==> src/rtl/pml_pkg.sv <==
// package: constants, register map and types for the protection master logic
package pml_pkg;
   localparam int N_STAGES = 4;
   localparam int ADDR_W = 8;
   localparam int DLY_W = 16;
   localparam int ANG_W = 8;
   // register byte addresses
   localparam logic [7:0] CTRL_ADDR = 8'h00;
   localparam logic [7:0] MTA_ADDR = 8'h04;
   localparam logic [7:0] STAT_ADDR = 8'h08;
   localparam logic [7:0] TRIPC_ADDR = 8'h0c;
   localparam logic [7:0] STG_BASE = 8'h10;
   // ctrl fields
   localparam int CTRL_FUNC_BIT = 0;
   localparam int CTRL_EXBLK_BIT = 1;
   localparam int CTRL_PTCB_BIT = 2;
   localparam int CTRL_EXTCB_BIT = 3;
   localparam logic [3:0] CTRL_RST = 4'h1;
   localparam logic [ANG_W-1:0] MTA_RST = 8'h00;
   // stage cfg fields
   localparam int SC_SUPV_BIT = 0;
   localparam int SC_PSEL_BIT = 1;
   localparam int SC_GND_BIT = 2;
   localparam int SC_DIR_BIT = 3;
   localparam int SC_REV_BIT = 4;
   localparam int SC_DLY_LSB = 16;
   localparam logic [DLY_W-1:0] DLY_RST = 16'h000a;
   localparam logic [1:0] RESP_OKAY = 2'b00;
   localparam logic [1:0] RESP_SLVERR = 2'b10;

   typedef enum logic [1:0] {PML_DIR_NONE, PML_DIR_FWD, PML_DIR_REV} pml_dir_t;

   typedef struct packed {
      logic supv_only;
      logic phase_sel;
      logic ground;
      logic directional;
      logic reverse;
      logic [DLY_W-1:0] delay;
   } pml_stage_cfg_t;

   typedef struct packed {
      logic [2:0] phase;
      logic ground;
   } pml_fault_t;

   typedef struct packed {
      logic general_alarm;
      logic general_trip;
      logic ground_alarm;
      logic [2:0] phase_alarm;
      logic [2:0] phase_trip;
   } pml_collect_t;
endpackage

==> src/rtl/pml_master.sv <==
// protection master: stage timers, collective signals, blockings, direction, axi4-lite regs
// Operation
// function inactive or blocked disables all stages
// external block inputs block whole protection
// permanent trip-command block suppresses all commands
// external trip-command block input suppresses commands
// stage alarm as soon as criterion seen
// general alarm is OR of stage alarms
// stage trips when criterion outlasts delay
// general trip is OR of stage trips
// trip command issued unless trip command blocked
// per-phase alarm collective OR
// per-phase trip collective OR
// supervision-only stage reports nothing to master
// supervision-only stage never issues trip command
// ground stage alarm sets ground alarm
// phase-selective stage flags faulty phases
// phase-selective trip drives collective phase trips
// available only without edits and valid measurements
// small phasors report direction not possible
// directional stages trip only in set direction
// forward within ninety degrees of direction angle
// all outputs evaluated and registered each cycle
//
// Design decisions made here: the AXI4-Lite interface to the registers and the register offsets.
`timescale 1ns/1ps
`default_nettype none
module pml_master (
   // clock and reset
   input wire logic aclk,
   input wire logic aresetn,
   // axi4-lite write
   input wire logic [pml_pkg::ADDR_W-1:0] s_awaddr,
   input wire logic s_awvalid,
   output logic s_awready,
   input wire logic [31:0] s_wdata,
   input wire logic [3:0] s_wstrb,
   input wire logic s_wvalid,
   output logic s_wready,
   output logic [1:0] s_bresp,
   output logic s_bvalid,
   input wire logic s_bready,
   // axi4-lite read
   input wire logic [pml_pkg::ADDR_W-1:0] s_araddr,
   input wire logic s_arvalid,
   output logic s_arready,
   output logic [31:0] s_rdata,
   output logic [1:0] s_rresp,
   output logic s_rvalid,
   input wire logic s_rready,
   // external block pins (asynchronous)
   input wire logic ext_block_input_a,
   input wire logic ext_block_input_b,
   input wire logic ext_trip_command_block_input,
   // stage fault criteria and measurement state (same clock)
   input wire pml_pkg::pml_fault_t [pml_pkg::N_STAGES-1:0] stage_fault,
   input wire logic param_changing,
   input wire logic meas_ok,
   input wire logic phasor_too_small,
   input wire logic [pml_pkg::ANG_W-1:0] op_angle,
   input wire logic [pml_pkg::ANG_W-1:0] pol_angle,
   // outputs
   output pml_pkg::pml_collect_t collect,
   output logic [pml_pkg::N_STAGES-1:0] trip_command,
   output logic [pml_pkg::N_STAGES-1:0] stage_alarm,
   output logic [pml_pkg::N_STAGES-1:0] stage_trip,
   output logic prot_active,
   output logic prot_available,
   output pml_pkg::pml_dir_t direction
);
   localparam int N = pml_pkg::N_STAGES;

   // decode a stage index from a byte address; returns N when not a stage register
   function automatic logic [2:0] stage_idx(input logic [pml_pkg::ADDR_W-1:0] a);
      logic [pml_pkg::ADDR_W-1:0] off;
      off = a - pml_pkg::STG_BASE;
      if (a >= pml_pkg::STG_BASE && off[7:2] < 6'(N))
         stage_idx = off[4:2];
      else
         stage_idx = 3'(N);
   endfunction

   // ---------------- pin synchronisers ----------------
   logic [2:0] s1_r;
   logic [2:0] s2_r;
   logic [2:0] s3_r;
   logic [2:0] pin_r;
   always_ff @(posedge aclk) begin
      if (!aresetn) begin
         s1_r <= 3'h0;
         s2_r <= 3'h0;
         s3_r <= 3'h0;
      end else begin
         s1_r <= {ext_trip_command_block_input, ext_block_input_b, ext_block_input_a};
         s2_r <= s1_r;
         s3_r <= s2_r;
      end
   end
   // a level change is accepted only once two late stages agree
   always_ff @(posedge aclk) begin
      if (!aresetn)
         pin_r <= 3'h0;
      else begin
         for (int k = 0; k < 3; k++) begin
            if (s2_r[k] == s3_r[k])
               pin_r[k] <= s3_r[k];
         end
      end
   end

   // ---------------- registers ----------------
   logic [3:0] ctrl_r;
   logic [pml_pkg::ANG_W-1:0] mta_r;
   pml_pkg::pml_stage_cfg_t [N-1:0] cfg_r;
   logic aw_held_r;
   logic w_held_r;
   logic [pml_pkg::ADDR_W-1:0] awaddr_r;
   logic [31:0] wdata_r;
   logic [3:0] wstrb_r;
   logic do_write;
   logic wr_ctrl;
   logic wr_mta;
   logic wr_known;
   logic [2:0] widx;

   assign do_write = aw_held_r && w_held_r && !s_bvalid;
   // write decode is shared by the response code and the register updates
   assign widx = stage_idx(awaddr_r);
   assign wr_ctrl = awaddr_r == pml_pkg::CTRL_ADDR;
   assign wr_mta = awaddr_r == pml_pkg::MTA_ADDR;
   assign wr_known = wr_ctrl || wr_mta || widx != 3'(N);

   // address and data may arrive in either order; each is held until both are present
   always_ff @(posedge aclk) begin
      if (!aresetn) begin
         aw_held_r <= 1'b0;
         w_held_r <= 1'b0;
         awaddr_r <= '0;
         wdata_r <= 32'h0;
         wstrb_r <= 4'h0;
         s_awready <= 1'b0;
         s_wready <= 1'b0;
      end else begin
         s_awready <= !aw_held_r && !(s_awvalid && s_awready);
         s_wready <= !w_held_r && !(s_wvalid && s_wready);
         if (s_awvalid && s_awready) begin
            aw_held_r <= 1'b1;
            awaddr_r <= s_awaddr;
         end else if (do_write)
            aw_held_r <= 1'b0;
         if (s_wvalid && s_wready) begin
            w_held_r <= 1'b1;
            wdata_r <= s_wdata;
            wstrb_r <= s_wstrb;
         end else if (do_write)
            w_held_r <= 1'b0;
      end
   end

   always_ff @(posedge aclk) begin
      if (!aresetn) begin
         s_bvalid <= 1'b0;
         s_bresp <= pml_pkg::RESP_OKAY;
      end else if (do_write) begin
         s_bvalid <= 1'b1;
         if (wr_known)
            s_bresp <= pml_pkg::RESP_OKAY;
         else
            s_bresp <= pml_pkg::RESP_SLVERR;
      end else if (s_bready)
         s_bvalid <= 1'b0;
   end

   always_ff @(posedge aclk) begin
      if (!aresetn) begin
         ctrl_r <= pml_pkg::CTRL_RST;
         mta_r <= pml_pkg::MTA_RST;
      end else if (do_write) begin
         if (wr_ctrl && wstrb_r[0])
            ctrl_r <= wdata_r[3:0];
         if (wr_mta && wstrb_r[0])
            mta_r <= wdata_r[pml_pkg::ANG_W-1:0];
      end
   end

   generate
      for (genvar g = 0; g < N; g++) begin : g_cfg
         always_ff @(posedge aclk) begin
            if (!aresetn) begin
               cfg_r[g].supv_only <= 1'b0;
               cfg_r[g].phase_sel <= 1'b0;
               cfg_r[g].ground <= 1'b0;
               cfg_r[g].directional <= 1'b0;
               cfg_r[g].reverse <= 1'b0;
               cfg_r[g].delay <= pml_pkg::DLY_RST;
            end else if (do_write && widx == 3'(g)) begin
               if (wstrb_r[0]) begin
                  cfg_r[g].supv_only <= wdata_r[pml_pkg::SC_SUPV_BIT];
                  cfg_r[g].phase_sel <= wdata_r[pml_pkg::SC_PSEL_BIT];
                  cfg_r[g].ground <= wdata_r[pml_pkg::SC_GND_BIT];
                  cfg_r[g].directional <= wdata_r[pml_pkg::SC_DIR_BIT];
                  cfg_r[g].reverse <= wdata_r[pml_pkg::SC_REV_BIT];
               end
               if (wstrb_r[2])
                  cfg_r[g].delay[7:0] <= wdata_r[pml_pkg::SC_DLY_LSB +: 8];
               if (wstrb_r[3])
                  cfg_r[g].delay[15:8] <= wdata_r[pml_pkg::SC_DLY_LSB + 8 +: 8];
            end
         end
      end
   endgenerate

   // ---------------- protection enable and blockings ----------------
   logic prot_on;
   logic trip_command_blocked;
   assign prot_on = ctrl_r[pml_pkg::CTRL_FUNC_BIT]
      && !(ctrl_r[pml_pkg::CTRL_EXBLK_BIT] && (pin_r[0] || pin_r[1]));
   assign trip_command_blocked = ctrl_r[pml_pkg::CTRL_PTCB_BIT]
      || (ctrl_r[pml_pkg::CTRL_EXTCB_BIT] && pin_r[2]);

   // ---------------- direction ----------------
   // angles are binary fractions of a turn; forward means the operating angle lies
   // within a quarter turn either side of the direction angle
   logic [pml_pkg::ANG_W-1:0] rel_ang;
   pml_pkg::pml_dir_t dir_now;
   assign rel_ang = op_angle - pol_angle - mta_r;
   always_comb begin
      if (phasor_too_small)
         dir_now = pml_pkg::PML_DIR_NONE;
      else if (rel_ang[7] == rel_ang[6])
         dir_now = pml_pkg::PML_DIR_FWD;
      else
         dir_now = pml_pkg::PML_DIR_REV;
   end
   always_ff @(posedge aclk) begin
      if (!aresetn)
         direction <= pml_pkg::PML_DIR_NONE;
      else
         direction <= dir_now;
   end

   // ---------------- stages ----------------
   logic [N-1:0] alarm_nxt;
   logic [N-1:0] trip_nxt;
   logic [2:0] ph_alarm [N];
   logic [2:0] ph_trip [N];
   logic [N-1:0] rep_alarm;
   logic [N-1:0] rep_trip;
   logic [N-1:0] rep_gnd;
   generate
      for (genvar g = 0; g < N; g++) begin : g_stage
         logic [pml_pkg::DLY_W-1:0] cnt_r;
         logic dir_ok;
         logic crit;
         logic [2:0] ph_sel;
         // a directional stage with no decision available holds off
         assign dir_ok = !cfg_r[g].directional
            || (cfg_r[g].reverse ? dir_now == pml_pkg::PML_DIR_REV
                                 : dir_now == pml_pkg::PML_DIR_FWD);
         assign crit = prot_on && dir_ok
            && (|stage_fault[g].phase || stage_fault[g].ground);
         assign alarm_nxt[g] = crit;
         always_ff @(posedge aclk) begin
            if (!aresetn)
               cnt_r <= '0;
            else if (!crit)
               cnt_r <= '0;
            else if (cnt_r != cfg_r[g].delay)
               cnt_r <= cnt_r + 1'b1;
         end
         assign trip_nxt[g] = crit && cnt_r == cfg_r[g].delay;
         // a stage that cannot tell phases apart adds nothing to the phase collectives
         assign ph_sel = cfg_r[g].phase_sel ? stage_fault[g].phase : 3'h0;
         assign ph_alarm[g] = (crit && !cfg_r[g].supv_only) ? ph_sel : 3'h0;
         assign ph_trip[g] = (trip_nxt[g] && !cfg_r[g].supv_only) ? ph_sel : 3'h0;
         assign rep_alarm[g] = alarm_nxt[g] && !cfg_r[g].supv_only;
         assign rep_trip[g] = trip_nxt[g] && !cfg_r[g].supv_only;
         assign rep_gnd[g] = rep_alarm[g] && cfg_r[g].ground;
      end
   endgenerate

   // ---------------- collective signals ----------------
   pml_pkg::pml_collect_t coll_nxt;
   logic general_trip_now;
   always_comb begin
      coll_nxt.general_alarm = |rep_alarm;
      coll_nxt.general_trip = |rep_trip;
      coll_nxt.ground_alarm = |rep_gnd;
      coll_nxt.phase_alarm = 3'h0;
      coll_nxt.phase_trip = 3'h0;
      for (int k = 0; k < N; k++) begin
         coll_nxt.phase_alarm = coll_nxt.phase_alarm | ph_alarm[k];
         coll_nxt.phase_trip = coll_nxt.phase_trip | ph_trip[k];
      end
   end
   assign general_trip_now = coll_nxt.general_trip;

   // a supervision-only stage has no command and so nothing for a blocking to act on
   logic [N-1:0] cmd_nxt;
   always_comb begin
      cmd_nxt = '0;
      for (int k = 0; k < N; k++)
         cmd_nxt[k] = general_trip_now && rep_trip[k]
            && !cfg_r[k].supv_only && !trip_command_blocked;
   end

   // every output is recomputed each cycle, so a blocking takes effect on the next edge
   always_ff @(posedge aclk) begin
      if (!aresetn) begin
         collect <= '0;
         stage_alarm <= '0;
         stage_trip <= '0;
         trip_command <= '0;
      end else begin
         collect <= coll_nxt;
         stage_alarm <= alarm_nxt;
         stage_trip <= trip_nxt;
         trip_command <= cmd_nxt;
      end
   end

   always_ff @(posedge aclk) begin
      if (!aresetn) begin
         prot_active <= 1'b0;
         prot_available <= 1'b0;
      end else begin
         prot_active <= prot_on;
         prot_available <= prot_on && !param_changing && meas_ok;
      end
   end

   // ---------------- read channel ----------------
   logic [31:0] rd_val;
   logic [31:0] stat_word;
   logic [31:0] cfg_word;
   logic [2:0] ridx;
   logic any_ph_alarm;
   logic any_ph_trip;
   logic rd_ok;
   pml_pkg::pml_stage_cfg_t cfg_sel;
   // the phase collectives are folded to one bit each in the status word
   assign any_ph_alarm = |collect.phase_alarm;
   assign any_ph_trip = |collect.phase_trip;
   assign stat_word = {20'h0, direction, prot_available, prot_active, pin_r,
                       collect.general_alarm, collect.general_trip, collect.ground_alarm,
                       any_ph_alarm, any_ph_trip};
   assign ridx = stage_idx(s_araddr);
   assign cfg_sel = cfg_r[ridx[1:0]];
   assign cfg_word = {cfg_sel.delay, 11'h0, cfg_sel.reverse, cfg_sel.directional,
                      cfg_sel.ground, cfg_sel.phase_sel, cfg_sel.supv_only};
   always_comb begin
      rd_val = 32'h0;
      rd_ok = 1'b1;
      if (s_araddr == pml_pkg::CTRL_ADDR)
         rd_val = {28'h0, ctrl_r};
      else if (s_araddr == pml_pkg::MTA_ADDR)
         rd_val = {24'h0, mta_r};
      else if (s_araddr == pml_pkg::STAT_ADDR)
         rd_val = stat_word;
      else if (s_araddr == pml_pkg::TRIPC_ADDR)
         rd_val = {20'h0, stage_trip, stage_alarm, trip_command};
      else if (ridx != 3'(N))
         rd_val = cfg_word;
      else
         rd_ok = 1'b0;
   end

   always_ff @(posedge aclk) begin
      if (!aresetn) begin
         s_arready <= 1'b0;
         s_rvalid <= 1'b0;
         s_rdata <= 32'h0;
         s_rresp <= pml_pkg::RESP_OKAY;
      end else begin
         s_arready <= !s_rvalid && !(s_arvalid && s_arready);
         if (s_arvalid && s_arready) begin
            s_rvalid <= 1'b1;
            s_rdata <= rd_val;
            s_rresp <= rd_ok ? pml_pkg::RESP_OKAY : pml_pkg::RESP_SLVERR;
         end else if (s_rready)
            s_rvalid <= 1'b0;
      end
   end
endmodule
`default_nettype wire

==> config.mk <==
export PLATFORM = sky130hd
export DESIGN_NAME = pml_master
export DESIGN_NICKNAME = d
export VERILOG_FILES = /design/src/rtl/pml_pkg.sv /design/src/rtl/pml_master.sv
export SDC_FILE = /design/constraint.sdc
export NUM_CORES = 1
export LEC_CHECK = 0
export ABC_AREA = 1
export BUFFER_PORTS_ARGS = -buffer_cell sky130_fd_sc_hd__buf_2
export CORE_UTILIZATION = 52
export CTS_CLUSTER_SIZE = 12
export DETAILED_ROUTE_END_ITERATION = 12
export PLACE_DENSITY_LB_ADDON = 0.3
export SETUP_SLACK_MARGIN = 0.05
export SYNTH_ARGS = -nofsm -noshare
export SYNTH_HDL_FRONTEND = slang
export SYNTH_SLANG_ARGS = --single-unit
==> constraint.sdc <==
create_clock -name aclk -period 2.5 [get_ports aclk]
set_clock_uncertainty 0.1 [all_clocks]
set_input_delay 0.375 -clock aclk [delete_from_list [all_inputs] [get_ports aclk]]
set_output_delay 0.375 -clock aclk [all_outputs]
set_load 0.01 [all_outputs]
==> out/qor.txt <==
status - finished with violations
failing checks - setup timing
CP arrival - 3.39 ns
Hold Fails Final Rpt - 0
Port Buffer Count - 147
reg2reg start - mta_r[3]
layout cells sized above 1 - 0.199
Hold Path Class - in2reg
WL/cell - 16.7 um
syn_area_per_cell - 7.14 um^2
worst reg2reg setup slack - -0.52 ns
Cell Int Power - 7440 uW
max_cap viols - 0
maximum vdd drop - 0.563 mV
Area Overhead vs Synth - 25.0%
antenna cells - 0
initial antenna violation count - 0
Tot Pwr - 9840 uW
H-tree level count - 1
router iterations before antenna repair - 5
Setup WS post-layout - -0.523 ns
cell family with most CP delay - simple AND/OR/NAND/NOR gates
R2R cell count - 18
Clock Root Buffer - clkbuf_16
DRT iter0 DRCs - 1219
GR Util All Layers - 0.304
WS Path Type - reg2reg
CP Max Fanout - 8
CP startpoint - mta_r[3]
CP required - 2.87 ns
Mapped Cells - 1762
ys async rst share - 0
fin crit share - 1.21
Clock transition at path regs - 0.06 ns
largest net degree at the start of global routing - 147
DR vias - 12800
Hold Path End - wdata_r[27]
Critical Path Start Type - register
Logic pwr share - 0.093
Site Rows - 56
element type at the critical path end - register
Congestion Overflow GR - 0
clk buf depth - 3
Pwr Density - 625 nW/um^2
I/O pin cnt - 163
Hold Startpoint - s_wdata[27]
final core occ - 0.667
EDFF count, synth - 0
Worst Hold Depth - 3
reg2reg end - g_stage[0].cnt_r[6]
DRT antenna net count - 0
CP max stage cell - fa_2
Slew Limit Fails - 0
crit path buf inv count - 4
#FFs+latches synth - 269
nets - 2072
# clock sinks - 269
Switch Pwr - 2400 uW
main flop type after synthesis - dfxtp_1
DPL Wire Length - 27.2 mm
Die ar. - 24800 um^2
Worst-Skew Late Latency - 0.55 ns
Sw Share - 0.244
CP cell instances - inv_2, fa_2, ha_4, nand2_1, nor2_4, nand2_2, nand4_1, nand2_2, nand2_2, nand2_4, nand3_4, nand3_4, nand2_4, nor2_4, inv_2, buf_12, buf_12, nor3b_2
DRC Markers - 0
final setup fails - 85
Starting Density - 0.533
top cells by area, synth - dfxtp_1, nand2_1, a21oi_1
fmax - 331 MHz
Flop pwr share - 0.455
CP dominant cell by count - nand2_2
Core Area - 23600 um^2
final wirelength - 38.3 mm
number of global-route vias before repair - 11700
vias per cell - 5.58
area leader, netlist - dfxtp_1
Netlist cell types - 50
CTS tree - done
die width - 158 um
slowest stage delay, CP - 0.60 ns
pre-CTS setup slack - -0.569 ns
total CTS buffers - 30
relative max-transition margin - 0.576
YS warnings - 0
# fillers - 2036
RSZ-0062 raised after global routing - true
synthesized area - 12600 um^2
post-synthesis sequential area ratio - 0.428
P_leak - 0.00651 uW
Chip Height - 158 um
worst slew pin tran - 0.634 ns
GPL Wtd Cong - 0.947
first-pass GRT wire length - 59.8 mm
top cell type's share of synthesized area - 0.428
min cycle time layout - 3.02 ns
Clk pwr share - 0.452
Fin Setup TNS - -32.02 ns
metrics by stage:
step | area [um^2] | instances | hold slack [ns]
3_5_place_dp | 13900 | 2208 | 0.296
2_1_floorplan | 12700 | 1767 | 0.290
4_1_cts | 15400 | 2285 | 0.00565
5_1_grt | 15700 | 2297 | 0.0195
6_report | 15700 | 2297 | 0.00864
3_3_place_gp | 13900 | 2208 | 0.293
kinds of logic after synthesis:
kind of cell,share of synthesized area
AND/OR/NAND/NOR,0.243
AO/OA/AOI/OAI,0.194
buffers and inverters,0.0965
flip-flops,0.428
XOR/XNOR,0.0181
adder cells (fa/ha/maj),0.0199
other,0.000298
Yosys cell counts (12+ instances only):
cell,instances
nand4_1,39
xnor2_1,15
ha_1,12
nor4_1,13
nor2_1,150
nor3b_1,12
a21oi_1,218
nor3_1,35
nand2_1,336
nand3_1,60
dfxtp_1,269
inv_1,235
o21ai_0,189
clkbuf_1,47
sequential cells by signal (all words and copies together), names as in the netlist, 2 cells and up:
register       cells
wdata_r           24
stage_alarm        4
ctrl_r             4
s1_r               3
g_stage.cnt_r     64
wstrb_r            3
mta_r              8
cfg_r             84
s3_r               3
s2_r               3
collect            9
awaddr_r           8
trip_command       4
stage_trip         4
s_rdata           28
direction          2
pin_r              3
layout by cell type (no fill, tap or decap), drive strengths merged, types with 2 or more instances in the layout:
master and n:
xnor2 15, xor2 11, ha 12, a32o 9, clkbuf 42, nand2 345
dlygate4sd3 22, nand3 68, nor4 13, or2 4, o31ai 5, o221ai 5
o21ai 190, buf 204, bufinv 2, inv 238, a21oi 221, conb 6
nand4 39, nor3b 13, o211ai 10, dfxtp 269, clkinv 11, a221oi 3
nor2 160, a22o 4, and3 2, a211oi 2, nor3 40, fa 5
layout make-up:
cell class | count | area, um^2 | share of cell area
Sequential cell | 269 | 5390 | 0.342
Inverter | 241 | 912 | 0.0579
Clock inverter | 10 | 104 | 0.00660
Tap cell | 319 | 399 | 0.0254
Clock buffer | 42 | 907 | 0.0576
Timing Repair Buffer | 226 | 1510 | 0.0958
Multi-Input combinational cell | 1190 | 6520 | 0.414
per-layer routing:
metal  routed length (um)  share of wire  GRT usage
met3                 2760          0.072     0.0328
met1                16600           0.43      0.414
met2                17900           0.47      0.507
met4                  950          0.025     0.0874
met5                    0              0          0
what timing repair did:
item | in CTS | in global routing
hold endpoints to repair | 22 | 0
gates resized for setup | 57 | 65
setup buffers | 2 | 12
cloned | 1 | 0
hold buffers | 22 | 0
endpoints found under the setup margin | 85 | 88
pin swaps | 18 | 27
power groups by stage:
stage	Sequential [uW]	Clock (uW)	Combinational (uW)
2_1_floorplan	4530	0	457
3_3_place_gp	4570	0	677
3_5_place_dp	4570	0	697
4_1_cts	4470	4480	793
5_1_grt	4490	4670	989
6_report	4480	4450	912
worst min-delay path: stages:
cell	delay, ns
buf_2	0.07
o21ai_0	0.08
nor2_1	0.08
how the worst max path moves through the flow:
stage                                      end  depth (start not counted)  slack (ns)
after global routing       g_stage[0].cnt_r[6]                         20       -0.59
after floorplan            g_stage[0].cnt_r[8]                         16       -0.07
final                      g_stage[0].cnt_r[6]                         18       -0.52
after global placement              collect[2]                         18       -0.46
after detailed placement            collect[7]                         19       -0.57
after CTS                 g_stage[3].cnt_r[14]                         18       -0.30
Note: power is estimated with default switching activity, not from simulation.
